==> src/logic/ivp_pkg.sv <==
// Constants, register map and helpers for the interrupt vector priority map.
// Assumes a single 40 MHz bus clock and an AHB-Lite master reaching the registers.
// Operation
// Among simultaneous pending maskable sources the one at the highest vector wins.
// A maskable request reaches the core only when its local enable and the core mask allow it.
// A system reset is generated from the reset pin, the clock/reset generator and the low-voltage detector.
// Pin, power-on and low-voltage resets all fetch the vector 0xFFFE with no local enable.
// A clock monitor failure fetches 0xFFFC, enabled by the monitor or forced monitor bit.
// Pulse accumulator overflow maps to 0xFFDC, gated by its enable, elevated by value 0xDC.
// Pulse accumulator edge maps to 0xFFDA, gated by its enable, elevated by value 0xDA.
// Flags record which origin caused a reset that shares the common vector.
// Common resets have priority 1, clock monitor reset 2 and watchdog reset 3.
// The source named by the top priority select beats all other maskable sources.
package ivp_pkg;

  // Register byte addresses
  localparam logic [7:0] ADDR_CTRL   = 8'h00;
  localparam logic [7:0] ADDR_TOPPRI = 8'h04;
  localparam logic [7:0] ADDR_LOCEN  = 8'h08;
  localparam logic [7:0] ADDR_PACC   = 8'h0c;
  localparam logic [7:0] ADDR_FLAGS  = 8'h10;
  localparam logic [7:0] ADDR_MASK   = 8'h14;
  localparam logic [7:0] ADDR_VEC    = 8'h18;

  // Control register fields (condition code mask, clock monitor, watchdog rate)
  localparam int CTRL_IBIT    = 0;
  localparam int CTRL_MON_EN  = 1;
  localparam int CTRL_MON_FRC = 2;
  localparam int CTRL_WD_LSB  = 4;
  localparam int WD_W         = 3;
  localparam logic [7:0] CTRL_RESET = 8'h01;

  // Pulse accumulator control fields
  localparam int PACC_OVF_IE  = 0;
  localparam int PACC_EDGE_IE = 1;

  // Reset cause flags, same layout in the mask register
  localparam int FLG_POR  = 0;
  localparam int FLG_PIN  = 1;
  localparam int FLG_LOWV = 2;
  localparam int FLG_CMON = 3;
  localparam int FLG_WDOG = 4;
  localparam int FLG_W    = 5;
  localparam logic [FLG_W-1:0] FLAGS_RESET = 5'h01;

  // Maskable sources: index 0 is vector 0xF2, each next index two bytes lower
  localparam int NUM_SRC = 32;
  localparam int IDX_W   = 5;
  localparam logic [7:0] VEC_TOP     = 8'hf2;
  localparam logic [7:0] VEC_PAGE    = 8'hff;
  localparam logic [7:0] TOPPRI_RESET = 8'hf2;
  localparam logic [IDX_W-1:0] IDX_PA_OVF  = 5'h0b;
  localparam logic [IDX_W-1:0] IDX_PA_EDGE = 5'h0c;

  // Reset vectors and their priorities
  localparam logic [15:0] VEC_COMMON = 16'hfffe;
  localparam logic [15:0] VEC_CMON   = 16'hfffc;
  localparam logic [15:0] VEC_WDOG   = 16'hfffa;
  localparam logic [1:0]  PRI_COMMON = 2'h1;
  localparam logic [1:0]  PRI_CMON   = 2'h2;
  localparam logic [1:0]  PRI_WDOG   = 2'h3;

  // Vector low byte to source index
  function automatic logic [IDX_W-1:0] vec_to_idx(input logic [7:0] v);
    logic [7:0] d;
    d = VEC_TOP - v;
    return d[IDX_W:1];
  endfunction

  // True when the low byte names an existing maskable source
  function automatic logic vec_is_src(input logic [7:0] v);
    logic [7:0] d;
    d = VEC_TOP - v;
    return (v <= VEC_TOP) && !v[0] && (d[7:1] < 7'(NUM_SRC));
  endfunction

  // Source index to full vector address
  function automatic logic [15:0] idx_to_vec(input logic [IDX_W-1:0] i);
    logic [7:0] lo;
    lo = VEC_TOP - {2'h0, i, 1'b0};
    return {VEC_PAGE, lo};
  endfunction

endpackage

==> src/logic/ivp_core.sv <==
// Interrupt vector priority map: reset origin arbitration, cause flags and
// maskable request resolution toward the processor core, with AHB-Lite registers.
// Assumes hresetn is the power-on reset; reset pin and low-voltage level arrive asynchronously.
//
// The placing of the registers and the AHB-Lite interface to the registers were left to the implementer.
`timescale 1ns/1ps
module ivp_core
  import ivp_pkg::*;
(
  input  wire logic               hclk,
  input  wire logic               hresetn,
  // AHB-Lite slave
  input  wire logic               hsel,
  input  wire logic [31:0]        haddr,
  input  wire logic [1:0]         htrans,
  input  wire logic               hwrite,
  input  wire logic [2:0]         hsize,
  input  wire logic [31:0]        hwdata,
  input  wire logic               hready,
  output logic                    hreadyout,
  output logic                    hresp,
  output logic [31:0]             hrdata,
  // Reset origins
  input  wire logic               ext_reset_n,
  input  wire logic               low_voltage_reset,
  input  wire logic               clock_monitor_fail,
  input  wire logic               watchdog_timeout,
  // Maskable sources, level requests
  input  wire logic [NUM_SRC-1:0] src_req,
  // Toward the core
  output logic                    reset_req,
  output logic [15:0]             reset_vector,
  output logic [1:0]              reset_priority,
  output logic                    irq_req,
  output logic [15:0]             irq_vector,
  output logic                    irq_out
);

  // Registers
  logic [7:0]         ctrl_r;
  logic [7:0]         top_priority_select_r;
  logic [NUM_SRC-1:0] local_en_r;
  logic [1:0]         pulse_acc_control_r;
  logic [FLG_W-1:0]   flags_r;
  logic [FLG_W-1:0]   flags_nxt;
  logic [FLG_W-1:0]   mask_r;
  logic               reset_req_r;
  logic [15:0]        reset_vector_r;
  logic [1:0]         reset_priority_r;
  logic               irq_req_r;
  logic [15:0]        irq_vector_r;
  logic [31:0]        hrdata_r;

  // AHB data phase state
  logic               dp_write_r;
  logic [7:0]         dp_addr_r;

  // Synchronisers for the asynchronous reset origins
  logic [1:0]         pin_sync_r;
  logic [1:0]         lowv_sync_r;

  // Field views
  wire logic          condition_code_register_i = ctrl_r[CTRL_IBIT];
  wire logic          clock_monitor_enable = ctrl_r[CTRL_MON_EN];
  wire logic          forced_clock_monitor_enable = ctrl_r[CTRL_MON_FRC];
  wire logic [WD_W-1:0] watchdog_control = ctrl_r[CTRL_WD_LSB +: WD_W];
  wire logic          pulse_acc_overflow_ie = pulse_acc_control_r[PACC_OVF_IE];
  wire logic          pulse_acc_edge_ie = pulse_acc_control_r[PACC_EDGE_IE];

  // Bus decode
  wire logic          addr_phase = hsel && hready && htrans[1];
  wire logic          wr_ctrl   = dp_write_r && (dp_addr_r == ADDR_CTRL);
  wire logic          wr_top    = dp_write_r && (dp_addr_r == ADDR_TOPPRI);
  wire logic          wr_locen  = dp_write_r && (dp_addr_r == ADDR_LOCEN);
  wire logic          wr_pacc   = dp_write_r && (dp_addr_r == ADDR_PACC);
  wire logic          wr_flags  = dp_write_r && (dp_addr_r == ADDR_FLAGS);
  wire logic          wr_mask   = dp_write_r && (dp_addr_r == ADDR_MASK);

  // Reset origins after synchronisation; only the second stage is read
  wire logic          pin_active  = !pin_sync_r[1];
  wire logic          lowv_active = lowv_sync_r[1];
  wire logic          common_act  = pin_active || lowv_active;
  wire logic          cmon_act    = clock_monitor_fail &&
                                    (clock_monitor_enable || forced_clock_monitor_enable);
  wire logic          wdog_act    = watchdog_timeout && (watchdog_control != '0);
  wire logic          any_reset   = common_act || cmon_act || wdog_act;

  // Reset vector selection in fixed priority order
  wire logic [15:0]   rst_vec_sel = common_act ? VEC_COMMON :
                                    cmon_act   ? VEC_CMON   : VEC_WDOG;
  wire logic [1:0]    rst_pri_sel = common_act ? PRI_COMMON :
                                    cmon_act   ? PRI_CMON   : PRI_WDOG;

  // Effective local enables: pulse accumulator slots follow their own control bits
  logic [NUM_SRC-1:0] en_eff;
  always_comb begin
    en_eff = local_en_r;
    en_eff[IDX_PA_OVF]  = pulse_acc_overflow_ie;
    en_eff[IDX_PA_EDGE] = pulse_acc_edge_ie;
  end

  wire logic [NUM_SRC-1:0] masked = src_req & en_eff;
  wire logic               top_ok = vec_is_src(top_priority_select_r);
  wire logic [IDX_W-1:0]   top_idx = vec_to_idx(top_priority_select_r);
  logic                    pick_found;
  logic                    pick_promoted;
  logic [IDX_W-1:0]        pick_idx;

  ivp_prio_pick u_pick (
    .req      (masked),
    .top_idx  (top_idx),
    .top_ok   (top_ok),
    .found    (pick_found),
    .promoted (pick_promoted),
    .idx      (pick_idx)
  );

  // Cause flags: a new cause wins over a write-one-to-clear in the same cycle
  wire logic [FLG_W-1:0] flag_set = {wdog_act, cmon_act, lowv_active, pin_active, 1'b0};
  wire logic [FLG_W-1:0] flag_clr = wr_flags ? hwdata[FLG_W-1:0] : '0;
  assign flags_nxt = (flags_r & ~flag_clr) | flag_set;

  // Read mux, sampled at the address phase
  logic [31:0] rd_mux;
  always_comb begin
    case (haddr[7:0])
      ADDR_CTRL:   rd_mux = {24'h0, ctrl_r};
      ADDR_TOPPRI: rd_mux = {24'h0, top_priority_select_r};
      ADDR_LOCEN:  rd_mux = local_en_r;
      ADDR_PACC:   rd_mux = {30'h0, pulse_acc_control_r};
      ADDR_FLAGS:  rd_mux = {27'h0, flags_r};
      ADDR_MASK:   rd_mux = {27'h0, mask_r};
      ADDR_VEC:    rd_mux = {irq_req_r, 15'h0, irq_vector_r};
      default:     rd_mux = 32'h0;
    endcase
  end

  // Synchronisers
  always_ff @(posedge hclk or negedge hresetn) begin
    if (!hresetn) begin
      pin_sync_r <= 2'h3;
      lowv_sync_r <= 2'h0;
    end else begin
      pin_sync_r <= {pin_sync_r[0], ext_reset_n};
      lowv_sync_r <= {lowv_sync_r[0], low_voltage_reset};
    end
  end

  // Bus address phase capture and read data
  always_ff @(posedge hclk or negedge hresetn) begin
    if (!hresetn) begin
      dp_write_r <= 1'b0;
      dp_addr_r  <= 8'h00;
      hrdata_r   <= 32'h0;
    end else begin
      dp_write_r <= addr_phase && hwrite;
      dp_addr_r  <= haddr[7:0];
      if (addr_phase && !hwrite) begin
        hrdata_r <= rd_mux;
      end
    end
  end

  // Software registers
  always_ff @(posedge hclk or negedge hresetn) begin
    if (!hresetn) begin
      ctrl_r                <= CTRL_RESET;
      top_priority_select_r <= TOPPRI_RESET;
      local_en_r            <= '0;
      pulse_acc_control_r   <= 2'h0;
      mask_r                <= '0;
    end else begin
      if (wr_ctrl)  ctrl_r                <= hwdata[7:0];
      if (wr_top)   top_priority_select_r <= hwdata[7:0];
      if (wr_locen) local_en_r            <= hwdata;
      if (wr_pacc)  pulse_acc_control_r   <= hwdata[1:0];
      if (wr_mask)  mask_r                <= hwdata[FLG_W-1:0];
    end
  end

  // Cause flags; power-on is marked by the reset value itself
  always_ff @(posedge hclk or negedge hresetn) begin
    if (!hresetn) begin
      flags_r <= FLAGS_RESET;
    end else begin
      flags_r <= flags_nxt;
    end
  end

  // Reset request to the core, held while any origin stays active
  always_ff @(posedge hclk or negedge hresetn) begin
    if (!hresetn) begin
      reset_req_r      <= 1'b0;
      reset_vector_r   <= VEC_COMMON;
      reset_priority_r <= PRI_COMMON;
    end else begin
      reset_req_r <= any_reset;
      if (any_reset) begin
        reset_vector_r   <= rst_vec_sel;
        reset_priority_r <= rst_pri_sel;
      end
    end
  end

  // Maskable request: vector tracks the winner even while masked by the core bit
  always_ff @(posedge hclk or negedge hresetn) begin
    if (!hresetn) begin
      irq_req_r    <= 1'b0;
      irq_vector_r <= {VEC_PAGE, VEC_TOP};
    end else begin
      irq_req_r <= pick_found && !condition_code_register_i;
      if (pick_found) begin
        irq_vector_r <= idx_to_vec(pick_idx);
      end
    end
  end

  assign hreadyout      = 1'b1;
  assign hresp          = 1'b0;
  assign hrdata         = hrdata_r;
  assign reset_req      = reset_req_r;
  assign reset_vector   = reset_vector_r;
  assign reset_priority = reset_priority_r;
  assign irq_req        = irq_req_r;
  assign irq_vector     = irq_vector_r;
  // Level interrupt while any unmasked cause flag stands
  assign irq_out        = |(flags_r & mask_r);
endmodule

==> src/logic/ivp_prio_pick.sv <==
// Fixed-order picker for the maskable sources with one promoted slot.
// Assumes requests are already gated; purely combinational.
`timescale 1ns/1ps
module ivp_prio_pick
  import ivp_pkg::*;
(
  input  wire logic [NUM_SRC-1:0] req,
  input  wire logic [IDX_W-1:0]   top_idx,
  input  wire logic               top_ok,
  output logic                    found,
  output logic                    promoted,
  output logic [IDX_W-1:0]        idx
);

  logic [IDX_W-1:0] low_idx;
  wire              top_hit = top_ok && req[top_idx];

  // Walk downward so the lowest index, the highest vector, is kept last
  always_comb begin
    low_idx = '0;
    for (int i = NUM_SRC - 1; i >= 0; i--) begin
      if (req[i]) begin
        low_idx = IDX_W'(i);
      end
    end
  end

  assign found    = |req;
  assign promoted = top_hit;
  assign idx      = top_hit ? top_idx : low_idx;

endmodule

==> config.mk <==
export PLATFORM = sky130hd
export DESIGN_NAME = ivp_core
export DESIGN_NICKNAME = d
export VERILOG_FILES = /design/src/logic/ivp_pkg.sv /design/src/logic/ivp_core.sv /design/src/logic/ivp_prio_pick.sv
export SDC_FILE = /design/constraint.sdc
export NUM_CORES = 1
export LEC_CHECK = 0
export ABC_AREA = 1
export BUFFER_PORTS_ARGS = -buffer_cell sky130_fd_sc_hd__buf_2
export CAP_MARGIN = 20
export CORE_MARGIN = 4
export CORE_UTILIZATION = 52
export DETAILED_ROUTE_END_ITERATION = 7
export GPL_TIMING_DRIVEN = 0
export HOLD_SLACK_MARGIN = 0.06
export PLACE_DENSITY = 0.92
export SLEW_MARGIN = 10
export SYNTH_ARGS = -nofsm -noshare
export SYNTH_HDL_FRONTEND = slang
export SYNTH_SLANG_ARGS = --single-unit
==> constraint.sdc <==
create_clock -name hclk -period 3.1 [get_ports hclk]
set_clock_uncertainty 0.15 [all_clocks]
set_input_delay 0.31 -clock hclk [delete_from_list [all_inputs] [get_ports hclk]]
set_output_delay 0.31 -clock hclk [all_outputs]
set_load 0.02 [all_outputs]
==> run metrics, run 1 <==
TritonCTS Buffers 17; clock latency on the worst-skew pair 530 ps; # DRC 1; maximum VDD drop 374 uV; Async S/R FF share, synth 100%; crit-path max FO 8; Rel. slew slack 57.8%; TritonCTS clock tree yes; Main synth FF type dfrtp_1; commonest non-fill, non-tap cell in the layout nand2_1; Clock Tree Buf Depth 2; CP required 3390 ps; final setup violating endpoints 3; Critical Path Source Type register; routing usage on met2 48.3%; Placer Congestion 0.969; DIE WIDTH 114 um; vias per cell 5.80; sequential share of the synthesized area 50.1%; Crit Path Class register to register; ANT cells 0; Row Count 38; DR iter-0 viols 810; Post-Place Cells 1007; Crit. End Element register; first-pass GRT wire length 29.0 mm; EDFF count, synth 0; GRT Util Overall 28.1%; violated checks DRC, setup timing; hpwl dp 11.8 mm; layer with the highest usage met2; largest net degree at the start of global routing 77; M1 GR Usage 33.1%; port bufs 126; # IOs 181; Slew Viols, Final 0; Core Area 10900 sq um; status finished, violations left; DR WL/cell 18.1 um; initial antenna violation count 0; H-tree Lvls 4; drt total wl 20.0 mm; Worst Max-Slew Pin Slew 628 ps; vias in the first global route 6069; synthesis-to-layout area growth 39.5%; min cycle time layout 3260 ps; Finished Layout Cells 1105; Distinct cells, synth 42; Setup WS post-layout -158 ps; DR pass1 iterations 8; Starting Density 53.6%; clock sink total 116; fmax 307 MHz; Max Cap Violations 0; Layout Nets 1065; overall power 4.09 mW; clk slew on worst S/H paths 60 ps; met3 Track Usage GR 6.68%; Clock Tree Root clkbuf_8; Gate Count Post-Synth 716; type of the most critical hold path input pin to async pin; Die Y-Extent 114 um; Arrival @ worst endpoint 3550 ps; routed via count 6404; Seq cells post-synth 116; Pwr Density 503 nW/um^2; layout cells sized above 1 26.8%; Congestion Overflow GR 0; RSZ-0062 raised after global routing true; Synth warnings 0; most frequent cells in the layout nand2_1 (206), buf_2 (126), dfrtp_1 (100); die area 13000 sq um; Avg Cell Area, Syn 8.14 sq um; FILL cells 682; leakage 4.22 nW; mapped cell area 5830 sq um; Period Utilization, post-route 105%; antenna viol nets, final 0; Fin. Hold Viols 0
-- layout make-up --
type | count | area, sq um | share of cell area [%]
inverters | 74 | 289 | 3.55
repair buffers | 193 | 1280 | 15.7
well taps | 140 | 175 | 2.15
flip-flops and latches | 116 | 2920 | 35.9
clock buffers | 23 | 467 | 5.74
multi-input cells | 503 | 2560 | 31.5
plain buffers | 46 | 283 | 3.48
clock inverters | 9 | 151 | 1.86
repair inverters | 1 | 7.51 | 0.0923
-- path summary, 6_finish.rpt --
check	startpoint	to	slack (ps)	depth (start not counted)
worst max-delay path	top_priority_select_r[1]	irq_vector[4]	-160	19
worst min-delay path	hresetn	hrdata[29]	110	2
worst max register to register	top_priority_select_r[1]	irq_vector[4]	-160	19
worst min register to register	pin_sync_r[0]	pin_sync_r[1]	200	0
max in group asynchronous	hresetn	irq_vector[4]	1960	3
min in group hclk	hready	hrdata[31]	140	5
-- where the power goes --
part / switching (mW) / internal, mW
Clock: 0.690 / 1.37
Combinational: 0.259 / 0.182
Sequential: 0.0300 / 1.56
Total: 0.979 / 3.11
-- stage by stage --
stage                     TNS, ps  area (sq um)  hold slack (ps)  setup WS, ps  util [%]
after global routing         -714          8130              150          -283      74.7
after floorplan                 0          5920             -136           326         -
after CTS                       0          7950             72.5          2.65      73.0
after global placement       -169          6730              184         -92.8      61.8
after detailed placement     -421          6760             93.9          -137      62.1
final                        -252          8130              106          -158      74.7
-- critical path, cell delays in order (launching register included) --
cell	delay, ps
dfstp_2	600
ha_4	190
inv_1	70
nand2_1	120
xor2_2	260
inv_1	140
a31oi_1	170
o21ai_1	90
nand2_1	100
a21oi_2	70
o21ai_2	180
a21oi_2	80
inv_4	150
nor2_4	70
a31oi_4	220
ha_4	190
inv_2	30
nor2_1	110
o21ai_1	80
o21ai_1	120
-- routing by layer --
layer / up-vias / part of all wire, %
met2: 534 / 46
met5: - / 0
met3: 176 / 11
met4: 0 / 7.9
li1: 2787 / -
met1: 2907 / 35
-- registers in the layout (all words and copies together) (netlist names), 2 cells and up --
signal / flops
hrdata: 32
local_en_r: 32
ctrl_r: 8
dp_addr_r: 8
top_priority_select_r: 8
irq_vector: 6
flags_r: 5
mask_r: 5
lowv_sync_r: 2
pin_sync_r: 2
pulse_acc_control_r: 2
reset_priority: 2
-- cell usage after synthesis, drive strengths merged, types with 4 or more instances --
master | instances | share of area (%)
o22ai | 6 | 0.64
clkbuf | 18 | 1.2
o211ai | 4 | 0.52
a21oi | 34 | 3.0
nand2 | 208 | 13
o21ai | 81 | 7.1
mux2 | 10 | 1.9
inv | 74 | 4.8
nor2 | 63 | 4.1
dfstp | 15 | 6.8
o31ai | 15 | 1.9
buf | 29 | 3.8
nand3 | 7 | 0.60
a221oi | 6 | 0.90
a31oi | 9 | 1.2
dfrtp | 101 | 43
nor3 | 8 | 0.69
-- cells by family (layout without fill, tap and decap cells) --
group	after synthesis	after routing	synth area share (%)
and+or+nand+nor	291	291	19.3
AOI/OAI and AO/OA	170	170	17.5
buffers and inverters	121	346	9.76
DFF	116	116	50.1
muxes	10	10	1.93
adders and majority gates	3	3	0.644
xor gates and xnor gates	3	3	0.580
other	2	26	0.129
-- what timing repair did --
item | in CTS | in global routing
gates cloned | 2 | 0
gates resized for setup | 12 | 27
buffers inserted | 4 | 12
hold buffers | 49 | 0
pin swaps | 0 | 19
setup endpoints to repair | 4 | 22
hold endpoints to repair | 181 | 0
No activity file was read; power rests on OpenSTA's default activity.
==> run 2, diff against run 1 <==
CELL_PAD_IN_SITES_DETAIL_PLACEMENT = 0   (was unset)
CELL_PAD_IN_SITES_GLOBAL_PLACEMENT = 1   (was unset)
CORE_UTILIZATION = 37   (was 52)
MAX_ROUTING_LAYER = met4   (was unset)
PLACE_DENSITY = 0.91   (was 0.92)
==> run metrics, run 2 (synthesis results as in run 1) <==
post-route core utilization 53.2% (-22 points); H-tree Lvls 4 (unchanged); Rel. slew slack 56.5% (-1.3 points); maximum VDD drop 355 uV (-5.2%); DR WL/cell 14.7 um (-19%); Placer Congestion 0.861 (-11%); Clock Tree Buf Depth 2 (unchanged); worst r2r path cells 19 (unchanged); initial antenna violation count 0 (unchanged); DIE WIDTH 134 um (+17%); Fin. Hold Viols 0 (unchanged); min cycle time layout 3050 ps (-209 ps); largest net degree at the start of global routing 90 (+17%); DR pass1 iterations 4 (-4); FILL cells 1476 (+120%); hold slack 67.4 ps (-38.3 ps); clk slew on worst S/H paths 60 ps (about the same); clock latency on the worst-skew pair 420 ps (-110 ps); TritonCTS clock tree yes; fmax 328 MHz (+6.9%); leakage 4.18 nW (-0.79%); drt total wl 17.1 mm (-14%); Congestion Overflow GR 0 (unchanged); # DRC 0 (-1); Row Count 45 (+18%); combined area of the multi-input logic cells 2560 sq um (unchanged); die area 17800 sq um (+37%); final setup violating endpoints 0 (-3); hpwl dp 12.6 mm (+6.7%); # IOs 181 (unchanged); commonest non-fill, non-tap cell in the layout nand2_1; synthesis-to-layout area growth 39.7%; first-pass GRT wire length 27.8 mm (-4.0%); Worst Max-Slew Pin Slew 647 ps (+19.0 ps); routed via count 5497 (-14%); type of the most critical hold path input pin to register; Placed Area 6850 sq um (+1.3%); clock sink total 116 (unchanged); reg2reg end irq_vector[4]; Core Area 15300 sq um (+41%); setup_tns 0 ps (+252 ps); reg-to-reg slack, setup 50 ps (+210 ps); layout cells sized above 1 26.9% (+0.072 points); GRT Util Overall 20.4% (-7.7 points); TritonCTS Buffers 17 (unchanged); vias per cell 4.71 (-19%); RSZ-0062 raised after global routing true; Layout Nets 1055 (-0.94%); Critical Path Source Type register; Period Utilization, post-route 98.3% (-6.7 points); vias in the first global route 5592 (-7.9%); crit path capture irq_vector[4]; Starting Density 38.1% (-15 points); Pwr Density 480 nW/um^2 (-4.6%); Crit Path Class register to register; Max Cap Violations 0 (unchanged); Storage cell area 2920 sq um (unchanged); Arrival @ worst endpoint 3250 ps (-300 ps); DR iter-0 viols 358 (-56%); Setup WS post-layout 51.2 ps (+209 ps); Reg-to-Reg Start top_priority_select_r[1]; Place WS -148 ps (-10.5 ps); final instance area 8150 sq um (+0.17%); ANT cells 0 (unchanged); Die Y-Extent 134 um (+17%); Slew Viols, Final 0 (unchanged); Crit. End Element register; CP startpoint top_priority_select_r[1]; CP required 3300 ps (-90 ps); crit-path max FO 8 (unchanged); status complete, no violations; most frequent cells in the layout nand2_1 (208), buf_2 (126), dfrtp_1 (100); antenna viol nets, final 0 (unchanged); Clock Tree Root clkbuf_16; port bufs 126 (unchanged)
run 2: layout make-up:
cell class,count,area share (%)
repair buffers,182,15.0
multi-input cells,503,31.4
flip-flops and latches,116,35.9
clock inverters,8,0.891
well taps,211,3.24
inverters,74,3.58
repair inverters,1,0.0921
plain buffers,47,3.65
clock buffers,24,6.28
run 2: worst min-delay path by stage:
stage | cells past startpoint | to | slack (ps) | from
floorplan | 0 | ctrl_r[1] | -140 | hresetn
global placement | 0 | lowv_sync_r[1] | 180 | lowv_sync_r[0]
detailed placement | 1 | hrdata[27] | 50 | hresetn
CTS | 3 | top_priority_select_r[4] | 60 | hwdata[4]
global route | 3 | ctrl_r[3] | 90 | hwdata[3]
finish | 3 | top_priority_select_r[4] | 70 | hwdata[4]
run 2: stage by stage:
stage | std cells | total power, mW
4_1_cts | 1156 | 3.92
5_1_grt | 1166 | 4.07
6_report | 1166 | 3.91
2_1_floorplan | 740 | 1.81
3_5_place_dp | 1078 | 1.96
3_3_place_gp | 1077 | 1.95
run 2: report_power, final:
group / internal, mW / switching [mW]
clock network: 1.22 / 0.683
logic: 0.180 / 0.235
registers: 1.56 / 0.0270
run 2: worst max-delay path, stage by stage (launching register included):
cell and delay, ps:
dfstp_2 610, ha_4 160, buf_8 120, clkinvlp_4 140, buf_6 160, nor2_2 90
o22ai_1 90, o21ai_1 150, nand2_1 90, a21oi_2 130, o21ai_2 90, a21oi_2 210
inv_4 110, o21ai_2 100, o21ai_4 110, ha_4 180, inv_1 50, nor2_1 30
o21ai_1 110, o21ai_1 80
run 2: per-layer routing:
metal  vias up  track usage (%)  routed length [um]
met5         -                -                   0
met4         0             7.03                 404
met3        24             5.40                1110
met2       170             33.9                8350
met1      2542             24.2                7280
li1       2761                -                   -
run 2: what timing repair did:
action                                  in CTS  in global routing
setup buffers                                4                  9
pin swaps                                    0                 13
endpoints found under the setup margin       4                 24
resized for setup                            7                 30
hold buffers                                40                  0
gates cloned                                 2                  1
endpoints found under the hold margin      140                  0
==> run 3, diff against run 2 <==
CTS_BUF_LIST = sky130_fd_sc_hd__clkbuf_16   (was unset)
==> run metrics, run 3 (synthesis results as in run 1) <==
port bufs 126 (unchanged); drt total wl 17.3 mm (+0.73%); Arrival @ worst endpoint 3270 ps (+20 ps); setup_tns 0 ps (unchanged); CP required 3310 ps (about the same); switching part of the total 25.0% (+0.87 points); routed via count 5496 (-0.018%); GRT Util Overall 20.5% (+0.081 points); combined area of the multi-input logic cells 2560 sq um (+0.20%); Clock Tree Root clkbuf_16; TritonCTS Buffers 17 (unchanged); DR WL/cell 14.8 um (+0.56%); H-tree Lvls 4 (unchanged); status complete, no violations; Worst Max-Slew Pin Slew 654 ps (+7.17 ps); final setup violating endpoints 0 (unchanged); type of the most critical hold path input pin to register; Crit path max-delay family compound AO/OA/AOI/OAI gates; Setup WS post-layout 41.7 ps (-9.53 ps); Crit. End Element register; RSZ-0062 raised after global routing true; clock share of power 46.5% (-2.2 points); hold path cells 3 (unchanged); Congestion Overflow GR 0 (unchanged); overall power 3.75 mW (-4.1%); ANT cells 0 (unchanged); maximum VDD drop 353 uV (-0.44%); routing usage on met2 33.6% (-0.23 points); commonest non-fill, non-tap cell in the layout nand2_1; antenna viol nets, final 0 (unchanged); layer with the highest usage met2; Max Cap Violations 0 (unchanged); Storage cell area 2920 sq um (unchanged); TritonCTS clock tree yes; Fin. Hold Viols 0 (unchanged); initial antenna violation count 0 (unchanged); Gate power share 11.1% (+0.5 points); # IOs 181 (unchanged); layout cells sized above 1 26.2% (-0.68 points); sequential share of power 42.4% (+1.8 points); Worst path depth 20 (+1); hpwl dp 12.6 mm (unchanged); most frequent cells in the layout nand2_1 (208), buf_2 (126), dfrtp_1 (100); Placer Congestion 0.861 (unchanged); Layout Nets 1057 (+0.19%); Clock Tree Buf Depth 2 (unchanged); Placed Area 6850 sq um (unchanged); WP buf/inv 5 (unchanged); Die Y-Extent 134 um (unchanged); cell-by-cell trace of the critical path ha_4 > buf_8 > clkinvlp_4 > buf_6 > a31oi_4 > o21ai_1 > a31oi_1 > o21ai_1 > nand2_1 > a21oi_2 > o21ai_2 > a21oi_2 > inv_4 > nor2_4 > a31oi_4 > ha_4 > inv_1 > nor2_1 > o21ai_1 > o21ai_1; Pwr Density 463 nW/um^2 (-3.5%); crit-path max FO 8 (unchanged); largest net degree at the start of global routing 90 (unchanged); Rel. slew slack 56.0% (-0.48 points); Place WS -148 ps (unchanged); # DRC 0 (unchanged); Core Area 15300 sq um (unchanged); fmax 327 MHz (-0.31%); DIE WIDTH 134 um (unchanged); Worst path most repeated cell o21ai_1; reg-to-reg slack, setup 40 ps (about the same); clock sink total 116 (unchanged); leakage 4.16 nW (-0.66%); Critical Path Source Type register; Sw Pwr 0.939 mW (-0.62%); slowest stage delay, CP 610 ps (about the same); first-pass GRT wire length 27.9 mm (+0.32%); Starting Density 38.1% (unchanged); final instance area 8100 sq um (-0.61%); vias in the first global route 5607 (+0.27%); Period Utilization, post-route 98.7% (+0.31 points); Row Count 45 (unchanged); Worst path slowest cell dfstp_2; vias per cell 4.71 (-0.19%); die area 17800 sq um (unchanged); clk slew on worst S/H paths 60 ps (about the same); M1 GR Usage 24.4% (+0.16 points); Crit Path Class register to register; post-route core utilization 52.9% (-0.33 points); clock latency on the worst-skew pair 430 ps (about the same); met3 Track Usage GR 5.29% (-0.11 points); Pint 2.81 mW (-5.2%); DR pass1 iterations 4 (unchanged); Slew Viols, Final 0 (unchanged); worst r2r path cells 20 (+1); FILL cells 1487 (+0.75%); min cycle time layout 3060 ps (+9.53 ps); DR iter-0 viols 379 (+5.9%); synthesis-to-layout area growth 38.9%
-- run 3: final cells by class --
class | count | share of cell area, %
Tap cell | 211 | 3.26
Buffer | 47 | 3.68
Timing Repair Buffer | 184 | 15.1
Clock inverter | 15 | 1.22
Inverter | 74 | 3.60
Clock buffer | 17 | 5.25
Multi-Input combinational cell | 503 | 31.7
Timing Repair inverter | 1 | 0.0927
Sequential cell | 116 | 36.1
-- run 3: worst paths after layout --
kind,startpoint,end
min in group asynchronous,hresetn,local_en_r[27]
max in group asynchronous,hresetn,irq_vector[1]
min reg2reg,lowv_sync_r[0],lowv_sync_r[1]
max,top_priority_select_r[1],irq_vector[4]
max reg2reg,top_priority_select_r[1],irq_vector[4]
min,hwdata[3],local_en_r[3]
-- run 3: worst min-delay path, stage by stage --
cell,delay (ps)
buf_2,70
inv_1,70
o21ai_0,150
-- run 3: per-stage QoR --
step | instances | hold WS [ps]
2_1_floorplan | 740 | -136
3_3_place_gp | 1077 | 184
3_5_place_dp | 1078 | 45.2
4_1_cts | 1157 | 63.8
5_1_grt | 1168 | 85.8
6_report | 1168 | 75.2
-- run 3: power by group through the flow --
stage / clock, mW / sequential, mW / combinational (mW)
6_report: 1.74 / 1.59 / 0.416
5_1_grt: 1.86 / 1.59 / 0.466
4_1_cts: 1.78 / 1.59 / 0.394
3_5_place_dp: 0 / 1.61 / 0.348
3_3_place_gp: 0 / 1.61 / 0.340
2_1_floorplan: 0 / 1.62 / 0.191
-- run 3: metal layers --
metal	share of wire, %	routed length, um
met5	0	0
met4	2.2	374
met3	4.9	854
met2	49	8480
met1	44	7550
-- run 3: what timing repair did --
| item | 4_1_cts | 5_1_grt |
|---|---|---|
| gates cloned | 2 | 1 |
| pin swaps | 0 | 13 |
| setup buffers | 4 | 10 |
| endpoints found under the hold margin | 141 | 0 |
| hold buffers | 41 | 0 |
| setup endpoints to repair | 4 | 24 |
| resized for setup | 7 | 29 |
